`src/rtl/scp_map.svh`:
```
`ifndef SCP_MAP_SVH
`define SCP_MAP_SVH
// Printed register indices; the byte address is four times the index.
`define SCP_IDX_DIVIDE_CONTROL 12'h061
`define SCP_IDX_OSC_TRIM 12'h066
// Status register at a byte address of its own.
`define SCP_ADDR_STATUS 12'h000
// Field positions of the divide control register.
`define SCP_BIT_CHANGE_EN 7
`define SCP_SEL_MSB 3
// Reset select codes, chosen by the divide-by-eight fuse.
`define SCP_SEL_DIV1 4'h0
`define SCP_SEL_DIV8 4'h3
// Highest defined select code (divide by 256).
`define SCP_SEL_MAX 4'h8
// Unlock value and window length in system clock cycles.
`define SCP_UNLOCK_VALUE 8'h80
`define SCP_WINDOW_CYCLES 3'h4
// Default factory trim and nominal oscillator frequency in kHz.
`define SCP_TRIM_DEFAULT 8'h80
`define SCP_RC_NOMINAL_KHZ 32'h0000_1f40
// Field positions of the status register.
`define SCP_STAT_PENDING 0
`define SCP_STAT_ACT_MSB 11
`define SCP_STAT_ACT_LSB 8
`define SCP_STAT_KHZ_MSB 31
`define SCP_STAT_KHZ_LSB 16
// Range select bit of the trim register.
`define SCP_BIT_TRIM_RANGE 7
// AXI responses.
`define SCP_RESP_OKAY 2'b00
`define SCP_RESP_SLVERR 2'b10
`endif

```
`src/rtl/scp_pkg.sv`:
```
package scp_pkg;
   typedef enum logic [1:0] {
      SCP_LOCKED = 2'b01,
      SCP_OPEN = 2'b10
   } scp_unlock_type;
   typedef logic [3:0] scp_sel_type;
endpackage

```
`src/rtl/scp_prescaler.sv`:
```
// Notes on behaviour
// - Fuse drives system clock onto output pin.
// - Clock output keeps running during chip reset.
// - Output pin carries the divided clock; the code holds it high at divide by one.
// - Division applies to I/O, CPU, flash.
// - No glitches or runt pulses when switching.
// - No intermediate period shorter than either.
// - New rate after T1+T2 to T1+2*T2.
// - Enable sets only when other bits zero.
// - Enable clears after four cycles or select write.
// - Rewriting enable neither extends nor clears window.
// - Reset select is fuse dependent: 0000 or 0011.
// - Any select value accepted after valid unlock.
// - Codes 0 to 8 divide by 1 to 256.
// - Chip reset loads factory trim value.
// - Trim writes retune the RC oscillator.
// - Trim bit 7 selects the frequency range.
// - Lower trim bits tune monotonically within range.
// - Trim calibrates the nominal 8 MHz oscillator.
`include "scp_map.svh"
`timescale 1ns/1ns
`default_nettype none
module scp_prescaler
   import scp_pkg::*;
(
   input wire logic clk,
   input wire logic arst_n,
   input wire logic core_rst_n,
   input wire logic clock_output_fuse,
   input wire logic reset_divide_by_eight_fuse,
   input wire logic [7:0] factory_trim,
   input wire logic [11:0] s_axi_awaddr,
   input wire logic s_axi_awvalid,
   output logic s_axi_awready,
   input wire logic [31:0] s_axi_wdata,
   input wire logic [3:0] s_axi_wstrb,
   input wire logic s_axi_wvalid,
   output logic s_axi_wready,
   output logic [1:0] s_axi_bresp,
   output logic s_axi_bvalid,
   input wire logic s_axi_bready,
   input wire logic [11:0] s_axi_araddr,
   input wire logic s_axi_arvalid,
   output logic s_axi_arready,
   output logic [31:0] s_axi_rdata,
   output logic [1:0] s_axi_rresp,
   output logic s_axi_rvalid,
   input wire logic s_axi_rready,
   output logic io_clock_domain,
   output logic cpu_clock_domain,
   output logic flash_clock_en,
   output logic clock_out_pin,
   output logic clock_out_pin_oe,
   output logic trim_range_select,
   output logic [6:0] trim_tune
);

   localparam logic [31:0] RC_NOMINAL_KHZ = `SCP_RC_NOMINAL_KHZ;

   // Terminal count of the ripple counter for a select code.
   function automatic logic [7:0] div_mask(input scp_sel_type sel);
      scp_sel_type s;
      s = (sel > `SCP_SEL_MAX) ? `SCP_SEL_MAX : sel;
      div_mask = 8'((9'h001 << s) - 9'h001);
   endfunction

   function automatic logic [11:0] byte_addr(input logic [11:0] idx);
      byte_addr = 12'(idx << 2);
   endfunction

   // True when a byte address selects the register with a printed index.
   function automatic logic reg_hit(input logic [11:0] addr,
                                    input logic [11:0] idx);
      reg_hit = (addr == byte_addr(idx));
   endfunction

   // Control register as software reads it; bits 6:4 stay zero.
   function automatic logic [31:0] ctrl_view(input logic is_open,
                                             input scp_sel_type sel);
      ctrl_view = 32'h0000_0000;
      ctrl_view[`SCP_BIT_CHANGE_EN] = is_open;
      ctrl_view[`SCP_SEL_MSB:0] = sel;
   endfunction

   // Status word: switch pending, active code and nominal RC frequency.
   function automatic logic [31:0] status_view(input logic pend,
                                               input scp_sel_type sel);
      status_view = 32'h0000_0000;
      status_view[`SCP_STAT_PENDING] = pend;
      status_view[`SCP_STAT_ACT_MSB:`SCP_STAT_ACT_LSB] = sel;
      status_view[`SCP_STAT_KHZ_MSB:`SCP_STAT_KHZ_LSB] =
         RC_NOMINAL_KHZ[15:0];
   endfunction

   scp_sel_type active_sel_q;
   scp_sel_type divide_select_q;
   scp_sel_type pending_sel_q;
   logic pending_q;
   logic [7:0] cnt_q;
   logic tick_q;
   logic level_q;
   scp_unlock_type unlock_q;
   logic [2:0] window_q;
   logic [7:0] trim_q;
   logic [7:0] mask;
   logic boundary;
   scp_sel_type reset_sel;

   // Write channel holding registers.
   logic aw_held_q;
   logic w_held_q;
   logic [11:0] awaddr_q;
   logic [7:0] wbyte_q;
   logic wlane_q;
   logic do_write;
   logic wr_ctrl;
   logic wr_trim;
   logic wr_ok;
   logic wr_unlock;
   logic wr_select;
   logic [31:0] rd_word;
   logic [1:0] rd_resp;

   assign mask = div_mask(active_sel_q);
   assign boundary = (cnt_q == mask);
   assign reset_sel = reset_divide_by_eight_fuse ? `SCP_SEL_DIV8
                                                 : `SCP_SEL_DIV1;

   // Ripple counter on the undivided clock; a switch only happens at the
   // end of a whole old period and restarts the counter from zero.
   always_ff @(posedge clk or negedge arst_n) begin
      if (!arst_n) begin
         cnt_q <= 8'h00;
      end else if (boundary) begin
         cnt_q <= 8'h00;
      end else begin
         cnt_q <= cnt_q + 8'h01;
      end
   end

   // Active division follows the pending code at an old period boundary.
   // Switching only there keeps every period whole, so no intermediate
   // period is shorter than the old or the new one.
   always_ff @(posedge clk or negedge arst_n) begin
      if (!arst_n) begin
         active_sel_q <= `SCP_SEL_DIV1;
      end else if (boundary && pending_q) begin
         active_sel_q <= pending_sel_q;
      end
   end

   // A new request wins over a switch that completes in the same cycle.
   always_ff @(posedge clk or negedge arst_n) begin
      if (!arst_n) begin
         pending_q <= 1'b0;
         pending_sel_q <= `SCP_SEL_DIV1;
      end else if (!core_rst_n) begin
         pending_q <= (reset_sel != active_sel_q);
         pending_sel_q <= reset_sel;
      end else if (wr_select) begin
         pending_q <= 1'b1;
         pending_sel_q <= wbyte_q[`SCP_SEL_MSB:0];
      end else if (boundary) begin
         pending_q <= 1'b0;
      end
   end

   // One enable pulse per system clock period, shared by all domains.
   always_ff @(posedge clk or negedge arst_n) begin
      if (!arst_n) begin
         tick_q <= 1'b0;
      end else begin
         tick_q <= boundary;
      end
   end

   // Clock level: high for half of each period; divide by one holds it
   // high since a flop cannot toggle at the source rate.
   always_ff @(posedge clk or negedge arst_n) begin
      if (!arst_n) begin
         level_q <= 1'b0;
      end else if (mask == 8'h00) begin
         level_q <= 1'b1;
      end else begin
         level_q <= ((cnt_q + 8'h01) & mask) <= (mask >> 1);
      end
   end

   assign io_clock_domain = tick_q;
   assign cpu_clock_domain = tick_q;
   assign flash_clock_en = tick_q;

   // Pin level follows the divided clock, also while the chip is held
   // in reset.
   always_ff @(posedge clk or negedge arst_n) begin
      if (!arst_n) begin
         clock_out_pin <= 1'b0;
      end else begin
         clock_out_pin <= clock_output_fuse & level_q;
      end
   end

   // The fuse alone takes the pin over from its normal function.
   always_ff @(posedge clk or negedge arst_n) begin
      if (!arst_n) begin
         clock_out_pin_oe <= 1'b0;
      end else begin
         clock_out_pin_oe <= clock_output_fuse;
      end
   end

   // Unlock window counted in system clock cycles.
   always_ff @(posedge clk or negedge arst_n) begin
      if (!arst_n) begin
         unlock_q <= SCP_LOCKED;
         window_q <= 3'h0;
      end else if (!core_rst_n) begin
         unlock_q <= SCP_LOCKED;
         window_q <= 3'h0;
      end else begin
         case (unlock_q)
            SCP_LOCKED: begin
               if (wr_unlock) begin
                  unlock_q <= SCP_OPEN;
                  window_q <= 3'h0;
               end
            end
            SCP_OPEN: begin
               if (wr_select) begin
                  unlock_q <= SCP_LOCKED;
               end else if (tick_q) begin
                  // A repeated unlock write changes nothing here.
                  if (window_q == `SCP_WINDOW_CYCLES - 3'h1) begin
                     unlock_q <= SCP_LOCKED;
                  end
                  window_q <= window_q + 3'h1;
               end
            end
            default: begin
               unlock_q <= SCP_LOCKED;
            end
         endcase
      end
   end

   // Readable copy of the last accepted select code.
   always_ff @(posedge clk or negedge arst_n) begin
      if (!arst_n) begin
         divide_select_q <= `SCP_SEL_DIV1;
      end else if (!core_rst_n) begin
         divide_select_q <= reset_sel;
      end else if (wr_select) begin
         divide_select_q <= wbyte_q[`SCP_SEL_MSB:0];
      end
   end

   // Trim register reloads the factory value during chip reset.
   always_ff @(posedge clk or negedge arst_n) begin
      if (!arst_n) begin
         trim_q <= `SCP_TRIM_DEFAULT;
      end else if (!core_rst_n) begin
         trim_q <= factory_trim;
      end else if (wr_trim) begin
         trim_q <= wbyte_q;
      end
   end

   assign trim_range_select = trim_q[`SCP_BIT_TRIM_RANGE];
   assign trim_tune = trim_q[6:0];

   // Write path: address and data are taken in either order.
   assign s_axi_awready = !aw_held_q;
   assign s_axi_wready = !w_held_q;
   assign do_write = aw_held_q && w_held_q && !s_axi_bvalid;

   // Write decode; during chip reset the registers ignore the bus but
   // every write is still answered.
   always_comb begin
      wr_ctrl = 1'b0;
      wr_trim = 1'b0;
      wr_unlock = 1'b0;
      wr_select = 1'b0;
      wr_ok = reg_hit(awaddr_q, `SCP_IDX_DIVIDE_CONTROL)
              || reg_hit(awaddr_q, `SCP_IDX_OSC_TRIM)
              || awaddr_q == `SCP_ADDR_STATUS;
      if (do_write && wlane_q && core_rst_n) begin
         wr_ctrl = reg_hit(awaddr_q, `SCP_IDX_DIVIDE_CONTROL);
         wr_trim = reg_hit(awaddr_q, `SCP_IDX_OSC_TRIM);
      end
      if (wr_ctrl) begin
         // Only the exact unlock pattern opens the window.
         wr_unlock = (wbyte_q == `SCP_UNLOCK_VALUE);
         wr_select = (unlock_q == SCP_OPEN)
                     && !wbyte_q[`SCP_BIT_CHANGE_EN];
      end
   end

   always_ff @(posedge clk or negedge arst_n) begin
      if (!arst_n) begin
         aw_held_q <= 1'b0;
         awaddr_q <= 12'h000;
      end else if (s_axi_awvalid && s_axi_awready) begin
         aw_held_q <= 1'b1;
         awaddr_q <= s_axi_awaddr;
      end else if (do_write) begin
         aw_held_q <= 1'b0;
      end
   end

   always_ff @(posedge clk or negedge arst_n) begin
      if (!arst_n) begin
         w_held_q <= 1'b0;
         wbyte_q <= 8'h00;
         wlane_q <= 1'b0;
      end else if (s_axi_wvalid && s_axi_wready) begin
         w_held_q <= 1'b1;
         wbyte_q <= s_axi_wdata[7:0];
         wlane_q <= s_axi_wstrb[0];
      end else if (do_write) begin
         w_held_q <= 1'b0;
      end
   end

   always_ff @(posedge clk or negedge arst_n) begin
      if (!arst_n) begin
         s_axi_bvalid <= 1'b0;
         s_axi_bresp <= `SCP_RESP_OKAY;
      end else if (do_write) begin
         s_axi_bvalid <= 1'b1;
         s_axi_bresp <= wr_ok ? `SCP_RESP_OKAY : `SCP_RESP_SLVERR;
      end else if (s_axi_bready) begin
         s_axi_bvalid <= 1'b0;
      end
   end

   // Read path: one read at a time, answered in the next cycle.
   assign s_axi_arready = !s_axi_rvalid;

   // Read word for the address offered this cycle; an unmapped address
   // answers with an error and an all-zero word.
   always_comb begin
      rd_word = 32'h0000_0000;
      rd_resp = `SCP_RESP_OKAY;
      if (reg_hit(s_axi_araddr, `SCP_IDX_DIVIDE_CONTROL)) begin
         rd_word = ctrl_view(unlock_q == SCP_OPEN, divide_select_q);
      end else if (reg_hit(s_axi_araddr, `SCP_IDX_OSC_TRIM)) begin
         rd_word = {24'h00_0000, trim_q};
      end else if (s_axi_araddr == `SCP_ADDR_STATUS) begin
         rd_word = status_view(pending_q, active_sel_q);
      end else begin
         rd_resp = `SCP_RESP_SLVERR;
      end
   end

   // Read data and response are registered and stand until taken.
   always_ff @(posedge clk or negedge arst_n) begin
      if (!arst_n) begin
         s_axi_rvalid <= 1'b0;
         s_axi_rdata <= 32'h0000_0000;
         s_axi_rresp <= `SCP_RESP_OKAY;
      end else if (s_axi_arvalid && s_axi_arready) begin
         s_axi_rvalid <= 1'b1;
         s_axi_rdata <= rd_word;
         s_axi_rresp <= rd_resp;
      end else if (s_axi_rready) begin
         s_axi_rvalid <= 1'b0;
      end
   end

endmodule
`default_nettype wire

```
`config.mk`:
```
export PLATFORM = sky130hd
export DESIGN_NAME = scp_prescaler
export DESIGN_NICKNAME = d
export VERILOG_FILES = /design/src/rtl/scp_pkg.sv /design/src/rtl/scp_prescaler.sv
export VERILOG_INCLUDE_DIRS = /design/src /design/src/rtl
export SDC_FILE = /design/constraint.sdc
export NUM_CORES = 1
export LEC_CHECK = 0
export ABC_AREA = 1
export BUFFER_PORTS_ARGS = -buffer_cell sky130_fd_sc_hd__buf_2
export CELL_PAD_IN_SITES_DETAIL_PLACEMENT = 1
export CELL_PAD_IN_SITES_GLOBAL_PLACEMENT = 2
export CORE_ASPECT_RATIO = 2
export CORE_MARGIN = 5
export CORE_UTILIZATION = 30
export DETAILED_ROUTE_END_ITERATION = 6
export PLACE_DENSITY_LB_ADDON = 0.25
export REMOVE_ABC_BUFFERS = 1
export SLEW_MARGIN = 10
export SYNTH_ARGS = -nofsm -noshare
export SYNTH_HDL_FRONTEND = slang
export SYNTH_SLANG_ARGS = --single-unit
```
`constraint.sdc`:
```
create_clock -name clk -period 4.2 [get_ports clk]
set_input_delay 0.21 -clock clk [delete_from_list [all_inputs] [get_ports clk]]
set_output_delay 0.21 -clock clk [all_outputs]
set_load 0.02 [all_outputs]
```
==> out/results.tsv, run 1 <==
metric	value	unit
status	finished clean	
pwr/cell area	672	nW/um^2
Hold/Removal Path Class	input pin to asynchronous set/reset pin	
register-to-register path setup slack	1.46	ns
FF-to-FF End	level_q	
Mapped Area	4160	um^2
WP data arrival	2.95	ns
critical path's top delay family	adder cells	
final hold vios	0	
CTS root buffer	clkbuf_16	
Die W	93.2	um
post-placement worst setup slack	1.48	ns
worst r2r src	active_sel_q[1]	
Iter 0 DRT Violations	86	
I/O Pins	132	
CTS Sinks	74	
first-pass GRT wire length	18100	um
crit-path max cell delay	0.55	ns
Final Max Slew Viols	0	
Vias	3590	
HPWL after DPL	8600	um
Final Util	0.357	
Worst setup SP type	register	
Worst-path clk slew	0.06	ns
Worst Max-Slew Pin Slew	0.954	ns
Ys Warns	0	
post-synth cell types	39	
total global routing track utilization	0.140	
sequential area share after synthesis	0.446	
cells along the critical path	inv_1 -> nand2_1 -> inv_1 -> nand2_1 -> ha_1 -> inv_1 -> nand2_1 -> nand2_1 -> ha_1 -> inv_1 -> o21bai_1 -> a21boi_0 -> o21ai_0 -> nand2_1 -> a21oi_1 -> nor2_1	
Post-route DRC	0	
DRT antenna net count	0	
Routed WL per cell	14.2	um
RSZ-0062 raised after global routing	false	
clock skew	0.00735	ns
ys flop type	dfrtp_1	
# Post-CTS Setup Buffers	0	
syn avg cell area	7.97	um^2
max-cap violation count	0	
Sum Neg Setup Slack	0	ns
crit path capture type	register	
Filler Cell Count	1742	
clock power share	0.227	
period utilization	0.652	
Period minus WS final	2.74	ns
Port Buffers	88	
ant diodes	0	
area of the multi-input gates	1860	um^2
Comb pwr share	0.427	
H-tree levels	3	
Sw Ratio	0.418	
iteration count of the initial detailed-routing pass	4	
leakage	0.00256	uW
gr ovfl total	0	
vias per inst	4.69	
Post-synth EDFFs	0	
largest net degree at the start of global routing	75	
final setup vio count	0	
Reg area	1850	um^2
CP bufs+invs	4	
chip height	176	um
Nets	694	
P_sw	1380	uW
CTS tree	done	
row count	61	
internal power	1920	uW
post-synthesis cell count	522	
slowest CP cell	dfrtp_1	
antenna violations before repair	0	
fraction of layout cells with a size suffix above 1	0.227	
Clock Tree Buf Depth	2	
Seq pwr share	0.346	
CORE AREA	13700	um^2
slack of the critical path	1.46	ns
Fmax	365	MHz
worst vdd ir	0.394	mV
vias in the first global route	3768	
Layout area overhead	18.1	%
critical path type	register to register	
Total Wirelength	10800	um
Worst EP required	4.42	ns
CTS Buf Count	9	
worst-skew pair later-pin latency	0.34	ns
gpl congestion	0.753	
die area	16500	um^2
Reg2Reg Depth	16	
initial core utilization	0.303	
CP Max Fanout	11	
Slew headroom	0.364	
most frequent cell on the critical path	nand2_1	
Yosys reg bits	74	
Async SR Flop Fraction	1.00	
timing repair:
| item | CTS | global route |
|---|---|---|
| resized for setup | 0 | 0 |
| hold buffers | 1 | 0 |
| hold endpoints to repair | 1 | 0 |
sequential cells by signal, summed over array words and instances, names as in the netlist, 2 cells and up:
register,cells
trim_q,8
divide_select_q,4
s_axi_rdata,13
cnt_q,8
awaddr_q,12
wbyte_q,8
active_sel_q,4
window_q,3
unlock_q,2
metrics by stage:
step / instances / total power [uW] / cell area [um^2] / hold WS (ns)
floorplan: 504 / 2150 / 3970 / -0.0856
global placement: 749 / 2560 / 4610 / 0.334
detailed placement: 749 / 2600 / 4610 / 0.343
CTS: 766 / 3370 / 4910 / 0.0310
global route: 766 / 3620 / 4910 / 0.0274
finish: 766 / 3300 / 4910 / 0.0245
worst max-delay path by stage:
stage                          from      end  slack [ns]  depth (start not counted)
floorplan           active_sel_q[1]  level_q        1.96                         16
global placement    active_sel_q[1]  level_q        1.52                         16
detailed placement  active_sel_q[1]  level_q        1.48                         16
CTS                 active_sel_q[1]  level_q        1.45                         16
global route        active_sel_q[1]  level_q        1.21                         16
finish              active_sel_q[1]  level_q        1.46                         16
logic make-up after synthesis:
kind of cell	Yosys count	share of synthesized area
simple gates	256	0.269
buf+inv	100	0.119
flops	74	0.446
compound gates	60	0.0807
mux	14	0.0379
fa+ha+maj	12	0.0361
xor+xnor	5	0.0105
other cells	1	0.000902
layout by cell type, fill, tap and decap left out, drive strengths merged, types with 2 or more instances in the layout:
master    synthesis  layout
nand3            40      40
mux2             14      14
ha               12      12
nor4              3       3
o21ai            35      35
nand4            16      16
a31oi             2       2
xor2              4       4
nor2             67      67
buf              27      88
conb              1      16
clkbuf            6      11
nand2           121     121
a21boi            3       3
or2               4       4
clkinvlp          0       2
clkinv            1       3
dfrtp            72      72
dfstp             2       2
o21bai            2       2
a21oi            17      17
inv              66      66
nor3              5       5
synthesized netlist by cell type (5+ instances only):
library cell  count  area (um^2)
a21oi_1          16         80.1
buf_4            24          180
clkbuf_1          5         18.8
dfrtp_1          72         1800
ha_1             12          150
inv_1            62          233
mux2_2           14          158
nand2_1         118          443
nand3_1          39          195
nand4_1          16          100
nor2_1           63          236
o21ai_0          32          160
power groups by stage:
stage | sequential (uW) | clock (uW) | combinational (uW)
floorplan | 1160 | 0 | 987
global placement | 1160 | 0 | 1410
detailed placement | 1160 | 0 | 1440
CTS | 1150 | 776 | 1450
global route | 1180 | 815 | 1620
finish | 1140 | 748 | 1410
final cells by class:
type	count	share of cell area
clock buffer	11	0.0474
clock inverter	5	0.0112
inverter	67	0.0517
multi-input combinational	363	0.380
sequential	74	0.378
tap	157	0.0400
timing repair buffer	89	0.0923
per-layer routing:
| layer | share of wire | GRT usage |
|---|---|---|
| met4 | 0.015 | 0.0514 |
| met5 | 0 | 0 |
| met3 | 0.049 | 0.0316 |
| met1 | 0.43 | 0.165 |
| met2 | 0.51 | 0.243 |
No activity file was read; power rests on OpenSTA's default activity.
==> inputs of run 2 (changes only) <==
--- a/config.mk
+++ b/config.mk
@@ -12,7 +12,7 @@
 export CELL_PAD_IN_SITES_GLOBAL_PLACEMENT = 2
 export CORE_ASPECT_RATIO = 2
 export CORE_MARGIN = 5
-export CORE_UTILIZATION = 30
+export CORE_UTILIZATION = 29
 export DETAILED_ROUTE_END_ITERATION = 6
 export PLACE_DENSITY_LB_ADDON = 0.25
 export REMOVE_ABC_BUFFERS = 1
==> constraint.sdc (replaced) <==
create_clock -name clk -period 2.6 [get_ports clk]
set_input_delay 0.13 -clock clk [delete_from_list [all_inputs] [get_ports clk]]
set_output_delay 0.13 -clock clk [all_outputs]
set_load 0.02 [all_outputs]
==> run 2 against run 1 <==
Maximum frequency up 17%. Sequential share of layout area fell by 1.2 points. Register-to-register slack worse by 1.2 ns. Wire length up 2.2%. Critical path type unchanged. Critical endpoint unchanged. Largest cell class unchanged. Largest power group unchanged. Highest routed layer unchanged.
==> out/results.tsv, run 2 (synthesized netlist as in run 1, its figures left out) <==
metric	value	unit	change
status	finished clean		
commonest non-fill, non-tap cell in the layout	nand2_1		
RSZ-0062 raised after global routing	false		
CTS root buffer	clkbuf_16		
CORE AREA	14200	um^2	+3.3%
CTS tree	done		
worst-skew pair later-pin latency	0.34	ns	about the same
largest register by flop count	s_axi_rdata		
Die W	94.7	um	+1.5%
total global routing track utilization	0.140		+0.000399
row count	62		+1.6%
iteration count of the initial detailed-routing pass	4		unchanged
hold_sp	s_axi_awaddr[9]		
Routed WL per cell	13.6	um	-3.8%
register-to-register path setup slack	0.26	ns	-1.20 ns
DRT antenna net count	0		unchanged
placed cell count	794		+6.0%
worst vdd ir	0.596	mV	+51%
Fmax	428	MHz	+17%
vias per inst	4.49		-4.2%
Top Registers	s_axi_rdata: 13 flops, awaddr_q: 12 flops		
final hold vios	0		unchanged
die area	17000	um^2	+3.2%
Post-route DRC	0		unchanged
Worst setup SP type	register		
Nets	707		+1.9%
largest net degree at the start of global routing	75		unchanged
Period minus WS final	2.34	ns	-0.400 ns
H-tree levels	3		unchanged
Largest register FFs	13		unchanged
Sum Neg Setup Slack	0	ns	unchanged
Iter 0 DRT Violations	94		+9.3%
Layout area overhead	22.0	%	
CP Max Fanout	6		-5
crit path capture type	register		
pwr/cell area	1080	nW/um^2	+61%
gpl congestion	0.799		+6.1%
CTS Buf Count	9		unchanged
max-cap violation count	0		unchanged
Vias	3655		+1.8%
Reg2Reg Depth	15		-1
most frequent cells in the layout	118 x nand2_1, 87 x buf_2, 71 x dfrtp_1		
leakage	0.00263	uW	+2.6%
Post-Layout Cell Count	814		+6.3%
Worst-path clk slew	0.06	ns	about the same
Slew headroom	0.364		-0.000379
I/O Pins	132		unchanged
clock skew	0.00895	ns	+0.00160 ns
period utilization	0.899		+0.247
Total Wirelength	11100	um	+2.2%
ant diodes	0		unchanged
gr ovfl total	0		unchanged
initial core utilization	0.293		-0.00976
chip height	179	um	+1.6%
Clock Tree Buf Depth	2		unchanged
antenna violations before repair	0		unchanged
FF-to-FF End	level_q		
worst r2r src	active_sel_q[0]		
fraction of layout cells with a size suffix above 1	0.241		+0.0146
Hold EP	awaddr_q[9]		
Worst EP required	2.82	ns	-1.60 ns
Port Buffers	88		unchanged
HPWL after DPL	8750	um	+1.7%
CTS Sinks	74		unchanged
critical path type	register to register		
vias in the first global route	3876		+2.9%
Worst Max-Slew Pin Slew	0.954	ns	+0.000568 ns
first-pass GRT wire length	18700	um	+2.9%
hold depth	2		
final setup vio count	0		unchanged
Hold/Removal Path Class	input pin to register		
WP data arrival	2.55	ns	-0.40 ns
Final Max Slew Viols	0		unchanged
[run 2: worst max-delay path: stages (launching register included)]
cell      delay (ns)
dfrtp_1         0.44
nor2_4          0.18
nand2_1         0.13
ha_2            0.25
inv_1           0.10
nand2_1         0.07
nand2_1         0.11
nor2_1          0.06
ha_1            0.27
nand2_1         0.04
inv_1           0.06
a21boi_0        0.09
o21ai_1         0.12
nand2_1         0.07
a21oi_1         0.13
nor2_1          0.07
[run 2: final cells by class]
class	instances	area [um^2]
inverters	67	254
fillers	1787	9120
well taps	192	240
flip-flops and latches	74	1860
clock inverters	4	51.3
multi-input cells	363	1870
repair buffers	102	558
clock buffers	12	246
[run 2: worst max path at each step]
stage | start | endpoint | cells past startpoint
2_1_floorplan | active_sel_q[1] | level_q | 16
3_3_place_gp | active_sel_q[3] | level_q | 15
3_5_place_dp | active_sel_q[3] | level_q | 15
4_1_cts | active_sel_q[3] | level_q | 15
5_1_grt | active_sel_q[1] | level_q | 17
6_report | active_sel_q[0] | level_q | 15
[run 2: repair_timing]
action                                 in CTS  in global routing
hold buffers                                4                  0
gates resized for setup                     0                  3
buffers inserted                            0                  0
setup endpoints to repair                   0                  1
endpoints found under the hold margin       9                  0
[run 2: routing by layer]
layer  part of all wire  GRT usage  vias to the layer above  routed length [um]
met1               0.44      0.174                     1735                4900
met4              0.013     0.0434                        0                 148
met3              0.052     0.0309                       11                 572
li1                   -          -                     1834                   -
met2               0.49      0.240                       75                5470
met5                  0          0                        -                   0
[run 2: stage by stage]
stage	total power [uW]	util	setup slack, ns	area, um^2	hold slack (ns)
after detailed placement	4290	0.333	0.151	4730	0.259
after global routing	6070	0.357	0.00237	5070	0.0124
after floorplan	3470	-	0.356	3970	-0.166
after global placement	4230	0.333	0.210	4730	0.256
final	5500	0.357	0.262	5070	0.0199
after CTS	5610	0.357	0.116	5070	0.00988
[run 2: power breakdown]
part,total (uW),switching [uW],internal (uW)
clock network,1270,502,773
logic,2410,1500,913
registers,1820,293,1520
==> inputs of run 3 (changes only) <==
==> constraint.sdc (replaced) <==
create_clock -name clk -period 2.2 [get_ports clk]
set_input_delay 0.11 -clock clk [delete_from_list [all_inputs] [get_ports clk]]
set_output_delay 0.11 -clock clk [all_outputs]
set_load 0.02 [all_outputs]
==> run 3 against run 2 <==
Wire length is 4.9% higher. Critical path depth is 2 lower. Worst hold slack worse by 0.0026 ns. Die area stayed put. Clock-buffer cell count is 3 lower. Combinational power is 46% higher. First-iteration DRC count is 69% higher. Maximum frequency is 13% higher. Sequential share of layout area is 2.5 points lower. Via count is 0.88% higher. Clock skew is 0.0023 ns higher.
==> out/results.tsv, run 3 (synthesized netlist as in run 1, its figures left out) <==
metric	value	unit	change
status	finished clean		
Slew headroom	0.589		+0.225
CORE AREA	14200	um^2	unchanged
Clock Tree Buf Depth	2		unchanged
worst-skew pair later-pin latency	0.34	ns	about the same
RSZ-0062 raised after global routing	true		
Routed WL per cell	13.9	um	+2.0%
Nets	730		+3.3%
row count	62		unchanged
first-pass GRT wire length	18800	um	+0.59%
Top Registers	s_axi_rdata: 13 flops, awaddr_q: 12 flops		
H-tree levels	3		unchanged
Final Power	7210	uW	+31%
antenna violations before repair	0		unchanged
crit path capture type	register		
I/O Pins	132		unchanged
Layout area overhead	30.9	%	
chip height	179	um	unchanged
Iter 0 DRT Violations	159		+69%
gpl congestion	0.791		-1.0%
vias per inst	4.41		-1.9%
Largest register FFs	13		unchanged
WP data arrival	2.34	ns	-0.21 ns
commonest non-fill, non-tap cell in the layout	nand2_1		
Total Wirelength	11600	um	+4.9%
CTS root buffer	clkbuf_16		
ant diodes	0		unchanged
final hold vios	0		unchanged
most frequent cells in the layout	113 x nand2_1, 87 x buf_2, 70 x dfrtp_1		
period utilization	0.942		+0.0432
critical path type	register to register		
gr ovfl total	0		unchanged
largest register by flop count	s_axi_rdata		
grt met2 use	0.244		+0.00471
initial core utilization	0.293		unchanged
Post-route DRC	0		unchanged
vias in the first global route	3810		-1.7%
GR Util met1	0.176		+0.00231
max-cap violation count	0		unchanged
CTS tree	done		
Vias	3687		+0.88%
Worst EP required	2.47	ns	-0.35 ns
Fmax	482	MHz	+13%
met3 Resource Use GR	0.0293		-0.00167
Worst Max-Slew Pin Slew	0.614	ns	-0.340 ns
worst vdd ir	0.649	mV	+8.9%
leakage	0.00275	uW	+4.8%
clock skew	0.0112	ns	+0.00226 ns
largest net degree at the start of global routing	41		-45%
GRT busiest layer	met2		
pwr/cell area	1320	nW/um^2	+22%
total global routing track utilization	0.141		+0.000986
Worst-path clk slew	0.07	ns	about the same
Hold/Removal Path Class	input pin to register		
die area	17000	um^2	unchanged
fraction of layout cells with a size suffix above 1	0.293		+0.0519
DRT antenna net count	0		unchanged
HPWL after DPL	9020	um	+3.1%
iteration count of the initial detailed-routing pass	6		+2
post-placement worst setup slack	-0.0804	ns	-0.231 ns
CTS Sinks	74		unchanged
Die W	94.7	um	unchanged
CTS Buf Count	9		unchanged
final setup vio count	0		unchanged
CP Max Fanout	4		-2
Final Max Slew Viols	0		unchanged
Period minus WS final	2.07	ns	-0.265 ns
Port Buffers	88		unchanged
slack of the critical path	0.127	ns	-0.135 ns
Worst setup SP type	register		
-- run 3: cell count changes in the layout (fill, tap and decap cells not counted), sizes merged --
cell / change
inv: +3
clkinv: -1
dlygate4sd3: +9
clkbuf: -3
clkinvlp: +1
buf: +14
-- run 3: path summary, 6_finish.rpt --
check	start	endpoint	slack, ns	cells past startpoint
max reg2reg	active_sel_q[3]	active_sel_q[3]	0.13	13
max	active_sel_q[3]	active_sel_q[3]	0.13	13
max in group asynchronous	arst_n	trim_q[7]	1.25	3
min in group asynchronous	arst_n	s_axi_rdata[6]	0.30	2
min reg2reg	level_q	clock_out_pin	0.46	2
min	s_axi_wdata[6]	wbyte_q[6]	0.02	2
-- run 3: metrics by stage --
stage          TNS (ns)  hold slack, ns  cell area [um^2]  instances   util
2_1_floorplan   -0.0440          -0.186              3970        504      -
3_3_place_gp     -0.199           0.132              4820        804  0.339
3_5_place_dp     -0.648           0.130              4820        804  0.339
4_1_cts        -0.00340         0.00489              5300        835  0.374
5_1_grt         -0.0458         0.00440              5440        837  0.383
6_report              0          0.0173              5440        837  0.383
-- run 3: area by class of cell --
type	count	area [um^2]
well taps	192	240
flip-flops and latches	74	1860
inverters	67	259
clock inverters	7	82.6
fillers	1761	8750
clock buffers	9	225
multi-input cells	363	2000
repair buffers	125	781
-- run 3: critical path, stage by stage, from the launching register on --
cell and delay (ns):
dfrtp_2 0.45, nor2_4 0.16, nand2_4 0.08, buf_6 0.12, ha_4 0.25, o21ai_2 0.05
nor2_2 0.14, nand3_1 0.10, nor2_1 0.12, nand2_1 0.10, nor2_4 0.16, buf_6 0.14
nand3_2 0.06, nand2_1 0.08
-- run 3: where the power goes --
group          leakage, uW  switching (uW)  internal, uW  total (uW)
clock             0.000145             641           899        1540
sequential        0.000908             343          1800        2140
combinational      0.00170            2040          1480        3520
total              0.00275            3030          4180        7210
-- run 3: repair_timing --
item | CTS | global route
pin swaps | 8 | 22
hold endpoints to repair | 51 | 0
buffers inserted | 2 | 3
hold buffers | 13 | 0
resized for setup | 12 | 28
endpoints found under the setup margin | 14 | 15
-- run 3: per-layer routing --
layer	wire, um	share of wire
met3	548	0.047
met5	0	0
met2	5860	0.50
met4	145	0.012
met1	5080	0.44
